[src/fmsp_defs.svh]
// Constants of the four-mode serial port: divisors, counter states, frame lengths, reset values.
// Assumes the including file uses them at the widths given here.
`ifndef FMSP_DEFS_SVH
`define FMSP_DEFS_SVH
`define FMSP_M0_DIV_12 4'hC
`define FMSP_M0_DIV_6 4'h6
`define FMSP_M2_TICK_12 3'h4
`define FMSP_M2_TICK_6 3'h2
`define FMSP_DIV16_LAST 4'hF
`define FMSP_SAMPLE_A 4'h7
`define FMSP_SAMPLE_B 4'h8
`define FMSP_SAMPLE_C 4'h9
`define FMSP_RX_SHIFTS 4'h9
`define FMSP_M0_LAST 3'h7
`define FMSP_LEN_M1 4'hA
`define FMSP_LEN_M23 4'hB
`define FMSP_RST_BYTE 8'h00
`endif

[src/fmsp_pkg.sv]
// Types of the four-mode serial port.
// Assumes nothing beyond a SystemVerilog compiler.
package fmsp_pkg;
	typedef enum logic [1:0] {MODE_SHIFT = 2'b00, MODE_UART8 = 2'b01, MODE_UART9_FIXED = 2'b10,
		MODE_UART9_TIMER = 2'b11} fmsp_mode_type;
	typedef enum logic [1:0] {TX_IDLE = 2'b00, TX_WAIT = 2'b01, TX_SEND = 2'b10} fmsp_tx_state_type;
	typedef enum logic {RX_HUNT = 1'b0, RX_FRAME = 1'b1} fmsp_rx_state_type;
	typedef enum logic [1:0] {SH_IDLE = 2'b00, SH_TX = 2'b01, SH_RX = 2'b10} fmsp_shift_state_type;
endpackage

[src/fmsp_serial_port.sv]
// Four-mode serial port: half-duplex shift-register mode and three full-duplex asynchronous frame modes.
// Assumes the CPU side, timer overflow pulses and config bits come from logic on clock;
// one clock period stands for one oscillator period.
`include "fmsp_defs.svh"
`timescale 1ns/100ps
`default_nettype none
module fmsp_serial_port #(
	parameter int DATA_BITS = 8
) (
	// Clock and reset
	input wire logic clock,
	input wire logic resetn,
	// CPU side of the shared buffer
	input wire logic bufWrite,
	input wire logic [7:0] bufWrData,
	output logic [7:0] bufRdData,
	// Control and status bits
	input wire fmsp_pkg::fmsp_mode_type mode,
	input wire logic rxEnable,
	input wire logic multiprocFilterBit,
	input wire logic txNinthBit,
	input wire logic baudDoubleBit,
	input wire logic sixClockMode,
	input wire logic rxTimer2ClockSel,
	input wire logic txTimer2ClockSel,
	input wire logic clearTxDone,
	input wire logic clearRxDone,
	output logic rxNinthBit,
	output logic txDoneFlag,
	output logic rxDoneFlag,
	output logic serialIrq,
	// Timer overflow pulses
	input wire logic timer1Overflow,
	input wire logic timer2Overflow,
	// Pins
	input wire logic rxdIn,
	output logic rxdOut,
	output logic rxdOe,
	output logic txdOut
);
	import fmsp_pkg::*;

	if (DATA_BITS != 8)
		$error("fmsp_serial_port serves 8 data bits only");

	logic rstA_r, rstSync_r, rxdMeta_r, rxdS_r;
	logic [1:0] m2Cnt_r;
	logic t1Half_r, t1Extra_r;
	logic m2Tick, t1Tick, txTick, rxTick, txBitTick;
	logic [2:0] m2Period;
	logic [3:0] m0Div;
	fmsp_tx_state_type txState_r;
	logic [10:0] txShift_r;
	logic [3:0] txLeft_r, txDiv_r;
	logic txPin_r, txEnd;
	fmsp_rx_state_type rxState_r;
	logic [3:0] rxCnt_r, rxIdx_r;
	logic [8:0] rxShift_r;
	logic rxS7_r, rxS8_r, rxPrev_r, rxBit, rxFinal, rxLoad, rxQual;
	fmsp_shift_state_type shState_r;
	logic [3:0] shPre_r;
	logic [2:0] shCnt_r;
	logic [7:0] shReg_r;
	logic shClk_r, shEnd;

	// Reset release and pin synchroniser
	always_ff @(posedge clock or negedge resetn)
		if (!resetn)
		begin
			rstA_r <= 1'b0;
			rstSync_r <= 1'b0;
		end
		else
		begin
			rstA_r <= 1'b1;
			rstSync_r <= rstA_r;
		end

	always_ff @(posedge clock or negedge resetn)
		if (!resetn)
		begin
			rxdMeta_r <= 1'b1;
			rxdS_r <= 1'b1;
		end
		else
		begin
			rxdMeta_r <= rxdIn;
			rxdS_r <= rxdMeta_r;
		end

	// Sixteen-times tick sources
	assign m2Period = sixClockMode ? `FMSP_M2_TICK_6 : `FMSP_M2_TICK_12;
	always_ff @(posedge clock or negedge rstSync_r)
		if (!rstSync_r)
			m2Cnt_r <= 2'h0;
		else if (m2Tick)
			m2Cnt_r <= 2'h0;
		else
			m2Cnt_r <= m2Cnt_r + 2'h1;
	assign m2Tick = baudDoubleBit ? ({1'b0, m2Cnt_r} == (m2Period >> 1) - 3'h1)
		: ({1'b0, m2Cnt_r} == m2Period - 3'h1);

	// Every other Timer 1 overflow unless doubled or in 6-clock mode; 6-clock doubled adds a tick the cycle after,
	// so it needs overflows at least two clocks apart
	always_ff @(posedge clock or negedge rstSync_r)
		if (!rstSync_r)
		begin
			t1Half_r <= 1'b0;
			t1Extra_r <= 1'b0;
		end
		else
		begin
			t1Extra_r <= timer1Overflow & sixClockMode & baudDoubleBit;
			if (timer1Overflow)
				t1Half_r <= ~t1Half_r;
		end
	assign t1Tick = (timer1Overflow & (baudDoubleBit | sixClockMode | t1Half_r)) | t1Extra_r;
	assign txTick = (mode == MODE_UART9_FIXED) ? m2Tick
		: (txTimer2ClockSel ? timer2Overflow : t1Tick);
	assign rxTick = (mode == MODE_UART9_FIXED) ? m2Tick
		: (rxTimer2ClockSel ? timer2Overflow : t1Tick);

	// Asynchronous transmitter; bit times follow the divide-by-16 counter, not the write
	always_ff @(posedge clock or negedge rstSync_r)
		if (!rstSync_r)
			txDiv_r <= 4'h0;
		else if (txTick)
			txDiv_r <= txDiv_r + 4'h1;
	assign txBitTick = txTick && txDiv_r == `FMSP_DIV16_LAST;

	always_ff @(posedge clock or negedge rstSync_r)
		if (!rstSync_r)
		begin
			txState_r <= TX_IDLE;
			txShift_r <= 11'h7FF;
			txLeft_r <= 4'h0;
			txPin_r <= 1'b1;
		end
		else if (bufWrite && mode != MODE_SHIFT)
		begin
			// Ninth slot holds stop in mode 1, programmable bit otherwise
			txState_r <= TX_WAIT;
			// Restart parks the line high until the next rollover
			txPin_r <= 1'b1;
			txShift_r <= {1'b1, (mode == MODE_UART8) | txNinthBit, bufWrData, 1'b0};
		end
		else
		begin
			case (txState_r)
				TX_WAIT:
					if (txBitTick)
					begin
						txState_r <= TX_SEND;
						txPin_r <= txShift_r[0];
						txShift_r <= {1'b0, txShift_r[10:1]};
						txLeft_r <= ((mode == MODE_UART8) ? `FMSP_LEN_M1 : `FMSP_LEN_M23) - 4'h1;
					end
				TX_SEND:
					if (txBitTick)
					begin
						if (txLeft_r == 4'h0)
							txState_r <= TX_IDLE;
						else
						begin
							txPin_r <= txShift_r[0];
							txShift_r <= {1'b0, txShift_r[10:1]};
							txLeft_r <= txLeft_r - 4'h1;
						end
					end
				default:
					txPin_r <= 1'b1;
			endcase
		end
	assign txEnd = (txState_r == TX_SEND) && txBitTick && txLeft_r == 4'h0;

	// Asynchronous receiver, independent of the transmitter
	assign rxBit = (rxS7_r & rxS8_r) | (rxS7_r & rxdS_r) | (rxS8_r & rxdS_r);
	assign rxFinal = rxState_r == RX_FRAME && rxTick && rxCnt_r == `FMSP_SAMPLE_C && rxIdx_r == `FMSP_RX_SHIFTS;
	always_ff @(posedge clock or negedge rstSync_r)
		if (!rstSync_r)
		begin
			rxState_r <= RX_HUNT;
			rxCnt_r <= 4'h0;
			rxIdx_r <= 4'h0;
			rxShift_r <= 9'h1FF;
			rxS7_r <= 1'b1;
			rxS8_r <= 1'b1;
			rxPrev_r <= 1'b0;
		end
		else if (rxTick)
		begin
			case (rxState_r)
				RX_HUNT:
				begin
					rxPrev_r <= rxdS_r;
					if (rxEnable && mode != MODE_SHIFT && rxPrev_r && !rxdS_r)
					begin
						rxState_r <= RX_FRAME;
						rxCnt_r <= 4'h1;
						rxIdx_r <= 4'h0;
						rxShift_r <= 9'h1FF;
					end
				end
				RX_FRAME:
				begin
					rxCnt_r <= rxCnt_r + 4'h1;
					if (rxCnt_r == `FMSP_SAMPLE_A)
						rxS7_r <= rxdS_r;
					if (rxCnt_r == `FMSP_SAMPLE_B)
						rxS8_r <= rxdS_r;
					if (rxCnt_r == `FMSP_SAMPLE_C)
					begin
						if (rxIdx_r == 4'h0)
						begin
							// A high start bit was noise
							if (rxBit)
							begin
								rxState_r <= RX_HUNT;
								rxPrev_r <= 1'b0;
							end
							rxIdx_r <= 4'h1;
						end
						else
						begin
							rxShift_r <= {rxBit, rxShift_r[8:1]};
							rxIdx_r <= rxIdx_r + 4'h1;
							if (rxIdx_r == `FMSP_RX_SHIFTS)
							begin
								// Line must go high again before the next start counts
								rxState_r <= RX_HUNT;
								rxPrev_r <= 1'b0;
							end
						end
					end
				end
				default:
					rxState_r <= RX_HUNT;
			endcase
		end

	// Mode 0 shift engine; a write while it receives is ignored
	assign m0Div = sixClockMode ? `FMSP_M0_DIV_6 : `FMSP_M0_DIV_12;
	always_ff @(posedge clock or negedge rstSync_r)
		if (!rstSync_r)
		begin
			shState_r <= SH_IDLE;
			shPre_r <= 4'h0;
			shCnt_r <= 3'h0;
			shReg_r <= `FMSP_RST_BYTE;
			shClk_r <= 1'b1;
			rxdOut <= 1'b1;
			rxdOe <= 1'b0;
		end
		else
		begin
			case (shState_r)
				SH_IDLE:
				begin
					shPre_r <= 4'h0;
					shCnt_r <= 3'h0;
					shClk_r <= 1'b1;
					rxdOe <= 1'b0;
					if (mode == MODE_SHIFT && bufWrite)
					begin
						shState_r <= SH_TX;
						shReg_r <= bufWrData;
						rxdOut <= bufWrData[0];
						rxdOe <= 1'b1;
						shClk_r <= 1'b0;
					end
					else if (mode == MODE_SHIFT && rxEnable && !rxDoneFlag)
					begin
						shState_r <= SH_RX;
						shClk_r <= 1'b0;
					end
				end
				SH_TX, SH_RX:
				begin
					shPre_r <= shPre_r + 4'h1;
					if (shPre_r == (m0Div >> 1) - 4'h1)
					begin
						shClk_r <= 1'b1;
						if (shState_r == SH_RX)
							shReg_r <= {rxdS_r, shReg_r[7:1]};
					end
					if (shPre_r == m0Div - 4'h1)
					begin
						shPre_r <= 4'h0;
						shCnt_r <= shCnt_r + 3'h1;
						if (shCnt_r == `FMSP_M0_LAST)
						begin
							shState_r <= SH_IDLE;
							rxdOe <= 1'b0;
						end
						else
						begin
							shClk_r <= 1'b0;
							if (shState_r == SH_TX)
							begin
								shReg_r <= {1'b0, shReg_r[7:1]};
								rxdOut <= shReg_r[1];
							end
						end
					end
				end
				default:
					shState_r <= SH_IDLE;
			endcase
		end
	assign shEnd = shState_r != SH_IDLE && shPre_r == m0Div - 4'h1 && shCnt_r == `FMSP_M0_LAST;

	// Receive buffer and flags; a hardware set wins over a clear in the same cycle
	assign rxQual = !multiprocFilterBit || rxBit;
	assign rxLoad = (rxFinal && !rxDoneFlag && rxQual)
		|| (shEnd && shState_r == SH_RX && !rxDoneFlag);
	always_ff @(posedge clock or negedge rstSync_r)
		if (!rstSync_r)
		begin
			bufRdData <= `FMSP_RST_BYTE;
			rxNinthBit <= 1'b0;
		end
		else if (rxLoad)
		begin
			bufRdData <= rxFinal ? rxShift_r[8:1] : shReg_r;
			if (rxFinal)
				rxNinthBit <= rxBit;
		end

	always_ff @(posedge clock or negedge rstSync_r)
		if (!rstSync_r)
		begin
			txDoneFlag <= 1'b0;
			rxDoneFlag <= 1'b0;
		end
		else
		begin
			txDoneFlag <= (txDoneFlag && !clearTxDone) || txEnd || (shEnd && shState_r == SH_TX);
			rxDoneFlag <= (rxDoneFlag && !clearRxDone) || rxLoad;
		end
	assign serialIrq = txDoneFlag | rxDoneFlag;
	assign txdOut = (mode == MODE_SHIFT) ? shClk_r : txPin_r;
endmodule
`default_nettype wire

[config.mk]
export PLATFORM = sky130hd
export DESIGN_NAME = fmsp_serial_port
export DESIGN_NICKNAME = d
export VERILOG_FILES = /design/src/fmsp_pkg.sv /design/src/fmsp_serial_port.sv
export VERILOG_INCLUDE_DIRS = /design/src
export SDC_FILE = /design/constraint.sdc
export NUM_CORES = 1
export LEC_CHECK = 0
export BUFFER_PORTS_ARGS = -buffer_cell sky130_fd_sc_hd__buf_2
export CORE_MARGIN = 4
export CORE_UTILIZATION = 61
export DETAILED_ROUTE_END_ITERATION = 8
export PLACE_DENSITY_LB_ADDON = 0.2
export RECOVER_POWER = 50
export SKIP_LAST_GASP = 1
export SYNTH_ARGS = -nofsm -noshare
export SYNTH_HDL_FRONTEND = slang
export SYNTH_SLANG_ARGS = --single-unit
[constraint.sdc]
create_clock -name clock -period 3.4 [get_ports clock]
set_input_delay 0.68 -clock clock [delete_from_list [all_inputs] [get_ports clock]]
set_output_delay 0.68 -clock clock [all_outputs]
set_load 0.02 [all_outputs]
* After elaboration in Yosys (flattened, before gate mapping)
Cells that the tools add are included.
** Word-level totals
- Input bits :: 25
- Output and inout bits :: 15
- Register bits :: 82
** Cells by class
- Eq/ne operators :: 34
- Multiplexer cells :: 82
- Reductions and logical operators :: 58
- $add $sub $neg :: 12
- Bitwise operators :: 16
** Operators by type and width (count)
- $mux W8 :: 7
- $mux W11 :: 4
- $mux W4 :: 9
- $mux W1 :: 32
- $pmux W4 S2 :: 4
- $mux W9 :: 3
- $logic_and A1 B1 Y1 :: 22
- $pmux W11 S2 :: 1
- $ne A2 B2 Y1 const B :: 10
- $mux W2 :: 9
- $ne A3 B3 Y1 const B :: 6
- $pmux W9 S2 :: 1
- $reduce_and A3 Y1 :: 6
- $add A4 B1 Y4 const B :: 4
- $eq A4 B4 Y1 const B :: 4
- $pmux W8 S2 :: 1
- $reduce_and A4 Y1 :: 4
- $pmux W1 S2 :: 6
- $sub A4 B1 Y4 const B :: 3
- $reduce_and A5 Y1 :: 2
- $eq A4 B4 Y1 :: 2
- $logic_not A4 Y1 :: 2
- $pmux W2 S2 :: 2
- $reduce_and A2 Y1 :: 4
- 23 further kinds :: 54

* Logic depth before layout (Yosys ltp)
- Word-level depth :: 13
- Mapped depth :: 8
- Depth with buffers taken out :: 7

* Worst setup path before layout
Ideal clock, no wire load.
- Path type :: in2reg
- Start point :: in sixClockMode
- End point :: reg rxNinthBit
- Arrival :: 2.080 ns
- Data required time :: 3.275 ns
- Slack :: 1.195 ns
- Cell stages on the path :: 7
- Library setup time :: 0.125 ns
- Cells stage by stage :: buf_6 > and4bb_2 > o21ai_1 > nor4_1 > o211a_1 > buf_6 > mux2_2
** Between the ends
- Word-level cells in the longest chain between the ends :: 13
** Ends and longest elaborated chain
- start, declared :: line fmsp_serial_port.sv:23 : input wire logic sixClockMode,
- parallel branches: the longest is 12 deep, another holds $sub A3 B1 Y3
- $reduce_and A2 Y1 (no line) (*)
- end signal, assigned :: line fmsp_serial_port.sv:326 : rxNinthBit <= rxBit;
- end, declared :: line fmsp_serial_port.sv:28 : output logic rxNinthBit,
Every way passes the cells marked *.
A chain may end at the register's enable or synchronous reset.

* Worst setup path in the final report
Same ends and word-level chain as after synthesis.

==> impl_metrics.json <==
{
  "layout.nets": 535,
  "rsz0062_at_grt": "false",
  "switchingPower_w": 0.00139,
  "finalCritPeriodShare_pct": 73.1,
  "hold_buffers": 0,
  "htree_levels": 3,
  "max_cap_violations": 0,
  "dr.first_iter.drc_count": 258,
  "vias": 3579,
  "fin_setup_tns_ns": 0,
  "drt_wl_total_mm": 9.60,
  "crit_chain": "clkbuf_1 > and4bb_2 > o21ai_1 > nor4_1 > o211a_1 > mux2_2",
  "critPathMaxStageDelay_ns": 0.46,
  "status": "completed",
  "dp_hpwl_mm": 6.98,
  "start_util_pct": 62.3,
  "cp_data_required_time_ns": 3.63,
  "dr.pass1.iters": 4,
  "dieArea_sq_um": 8810,
  "swShare_pct": 39.2,
  "place_congestion": 0.867,
  "path_max_fanout": 11,
  "cts.repair.resized": 0,
  "synth.cell_area_sq_um": 4500,
  "slowest_stage": "nor4_1",
  "cp_top_family": "simple AND/OR/NAND/NOR gates",
  "crit_buf_inv": 1,
  "area_growth_pct": 8.93,
  "clkSinkCount": 81,
  "async_flop_share_pct": 100,
  "drv_slew": 0,
  "dieHeight_microns": 93.8,
  "timing.fmax_mhz": 403,
  "powerDensity_nw_per_um2": 722,
  "ys_ff_latch": 81,
  "netlist_instances": 460,
  "post_drt_wl_per_cell_microns": 16.1,
  "hold_class": "primary input to async pin",
  "clock_tree.root_cell": "clkbuf_8",
  "power_frac_clock_pct": 17.3,
  "min_period_ns": 2.48,
  "gr-total-overflow": 0,
  "synthesis.nets": 502,
  "seq_area_frac_synth_pct": 45.8,
  "grt_pass1_vias": 3505,
  "fill_cells": 629,
  "timing.rr.end": "rxNinthBit$_DFFE_PN0P_",
  "setup_violations": 0,
  "dpl-instance-area_sq_um": 4740,
  "yosys_warnings": 0,
  "final_common_cell": "dfrtp_1",
  "io_pins": 40,
  "p_leak_nw": 2.18,
  "startpoint_type": "primary input",
  "arrival_ns": 2.72,
  "yosys_most_used_dff": "dfrtp_1",
  "track_usage_pct": 23.5,
  "skew_ns": 0.0195,
  "design_area_sq_um": 4900,
  "portBuffers": 39,
  "remaining_drc_errors": 0,
  "synth_edf_count": 0,
  "routed_via_density": 5.99,
  "cp.depth": 6,
  "clk_pin_slew_ns": 0.08,
  "reg2reg_from": "rxCnt_r[1]$_DFFE_PN0P_",
  "syn_avg_cell_area_sq_um": 9.77,
  "cts_buffers": 9,
  "pwr-share-seq_pct": 46.2,
  "final_cell_mix": "55 x dfrtp_1, 43 x inv_1, 38 x nand2_1",
  "netlist-cell-type-count": 65,
  "core_area_sq_um": 7210,
  "end_kind": "register",
  "post-cts-setup-buffer-count": 0,
  "fp-row-count": 31,
  "cts_buffer_depth": 2,
  "cts_tree": "built",
  "drive_above_1_share_pct": 21.5,
  "diodes": 0,
  "worstSetupPathType": "primary input to register",
  "hold_viol_final": 0,
  "die_width_microns": 93.8,
  "relSlewSlack_pct": 25.6,
  "grt_pass1_wl_mm": 16.6,
  "r2r_slack_ns": 1.04,
  "grt_max_degree": 32,
  "peakVddDrop_uv": 360,
  "reg2reg_depth": 6,
  "ant_nets": 0,
  "clk-insertion-delay-late_ns": 0.35,
  "tightest_slew_ns": 1.12,
  "comb_power_share_pct": 36.5,
  "p_int_w": 0.00215,
  "antenna_found_initial": 0
}
-- sequential cells by signal, indices dropped and copies added, names as in the netlist, 2 cells and up --
register,count
txShift_r,11
bufRdData,8
rxShift_r,8
shReg_r,8
rxCnt_r,4
rxIdx_r,4
shPre_r,4
txDiv_r,4
txLeft_r,4
shCnt_r,3
m2Cnt_r,2
shState_r,2
txState_r,2
-- cell usage after synthesis (all sizes together), types with 3 or more instances --
library cell | number | area (sq um)
a21o | 4 | 30.0
o22ai | 4 | 38.8
a21oi | 21 | 116
nor2b | 6 | 37.5
xnor2 | 3 | 26.3
and4bb | 4 | 57.6
nand4 | 16 | 100
nand3b | 4 | 30.0
nand2b | 6 | 37.5
nor3 | 9 | 55.1
nand3 | 22 | 115
a22o | 7 | 61.3
and2 | 3 | 18.8
dfstp | 26 | 683
mux2 | 7 | 78.8
buf | 10 | 68.8
nor2 | 16 | 60.1
a211oi | 3 | 35.0
a222oi | 6 | 60.1
dfrtp | 55 | 1380
clkbuf | 13 | 48.8
mux2i | 6 | 60.1
xor2 | 3 | 26.3
o22a | 11 | 96.3
or2 | 4 | 25.0
o211ai | 17 | 128
o21ai | 31 | 155
inv | 43 | 161
nand2 | 38 | 143
ha | 17 | 213
o21a | 3 | 22.5
and3 | 8 | 50.1
a31oi | 5 | 37.5
-- cell families (layout without fill, tap and decap cells) --
| family | count (synthesis) | after routing | synth area share (%) |
|---|---|---|---|
| xor gates and xnor gates | 6 | 6 | 1.17 |
| and+or+nand+nor | 148 | 148 | 18.5 |
| DFF | 81 | 81 | 45.8 |
| AOI/OAI and AO/OA | 127 | 127 | 20.2 |
| adders and majority gates | 18 | 18 | 4.95 |
| muxes | 13 | 13 | 3.09 |
| buffers and inverters | 66 | 104 | 6.21 |
| other | 1 | 1 | 0.0834 |
-- layout make-up --
class | count | area, sq um | share of cell area [%]
Multi-Input combinational cell | 313 | 2160 | 44.0
Sequential cell | 81 | 2060 | 42.1
Timing Repair Buffer | 45 | 233 | 4.75
Inverter | 43 | 161 | 3.30
Clock buffer | 11 | 131 | 2.68
Tap cell | 99 | 124 | 2.53
Clock inverter | 5 | 31.3 | 0.639
-- metrics by stage --
stage | utilization [%] | hold slack [ns] | cells | setup WS, ns | total power (W)
global placement | 65.7 | 0.289 | 581 | 0.809 | 0.00286
global route | 67.9 | 0.131 | 597 | 0.766 | 0.00381
CTS | 68.0 | 0.0976 | 597 | 1.02 | 0.00354
detailed placement | 65.7 | 0.295 | 581 | 0.746 | 0.00293
finish | 67.9 | 0.130 | 597 | 0.916 | 0.00354
floorplan | - | 0.331 | 460 | 1.08 | 0.00261
-- power by group through the flow --
stage	registers (W)	clock network [W]	logic (W)
4_1_cts	0.00163	0.000624	0.00129
2_1_floorplan	0.00156	0	0.00105
3_3_place_gp	0.00162	0	0.00124
3_5_place_dp	0.00164	0	0.00128
6_report	0.00163	0.000613	0.00129
5_1_grt	0.00168	0.000666	0.00146
-- layer usage --
layer / GRT usage, % / share of wire (%) / vias to the layer above
met2: 38.0 / 50 / 74
li1: - / - / 1729
met4: 7.58 / 1.1 / 0
met1: 32.0 / 45 / 1767
met5: 0 / 0 / -
met3: 4.49 / 3.9 / 9
-- how the worst max path moves through the flow --
stage / slack [ns] / end / from
floorplan: 1.08 / bufRdData[0]$_DFFE_PN0P_ / rstSync_r$_DFF_PN0_
global placement: 0.81 / rxNinthBit$_DFFE_PN0P_ / sixClockMode
detailed placement: 0.75 / rxNinthBit$_DFFE_PN0P_ / sixClockMode
CTS: 1.02 / rxNinthBit$_DFFE_PN0P_ / rxCnt_r[1]$_DFFE_PN0P_
global route: 0.77 / rxNinthBit$_DFFE_PN0P_ / sixClockMode
finish: 0.92 / rxNinthBit$_DFFE_PN0P_ / sixClockMode
No activity file was read; power rests on OpenSTA's default activity.
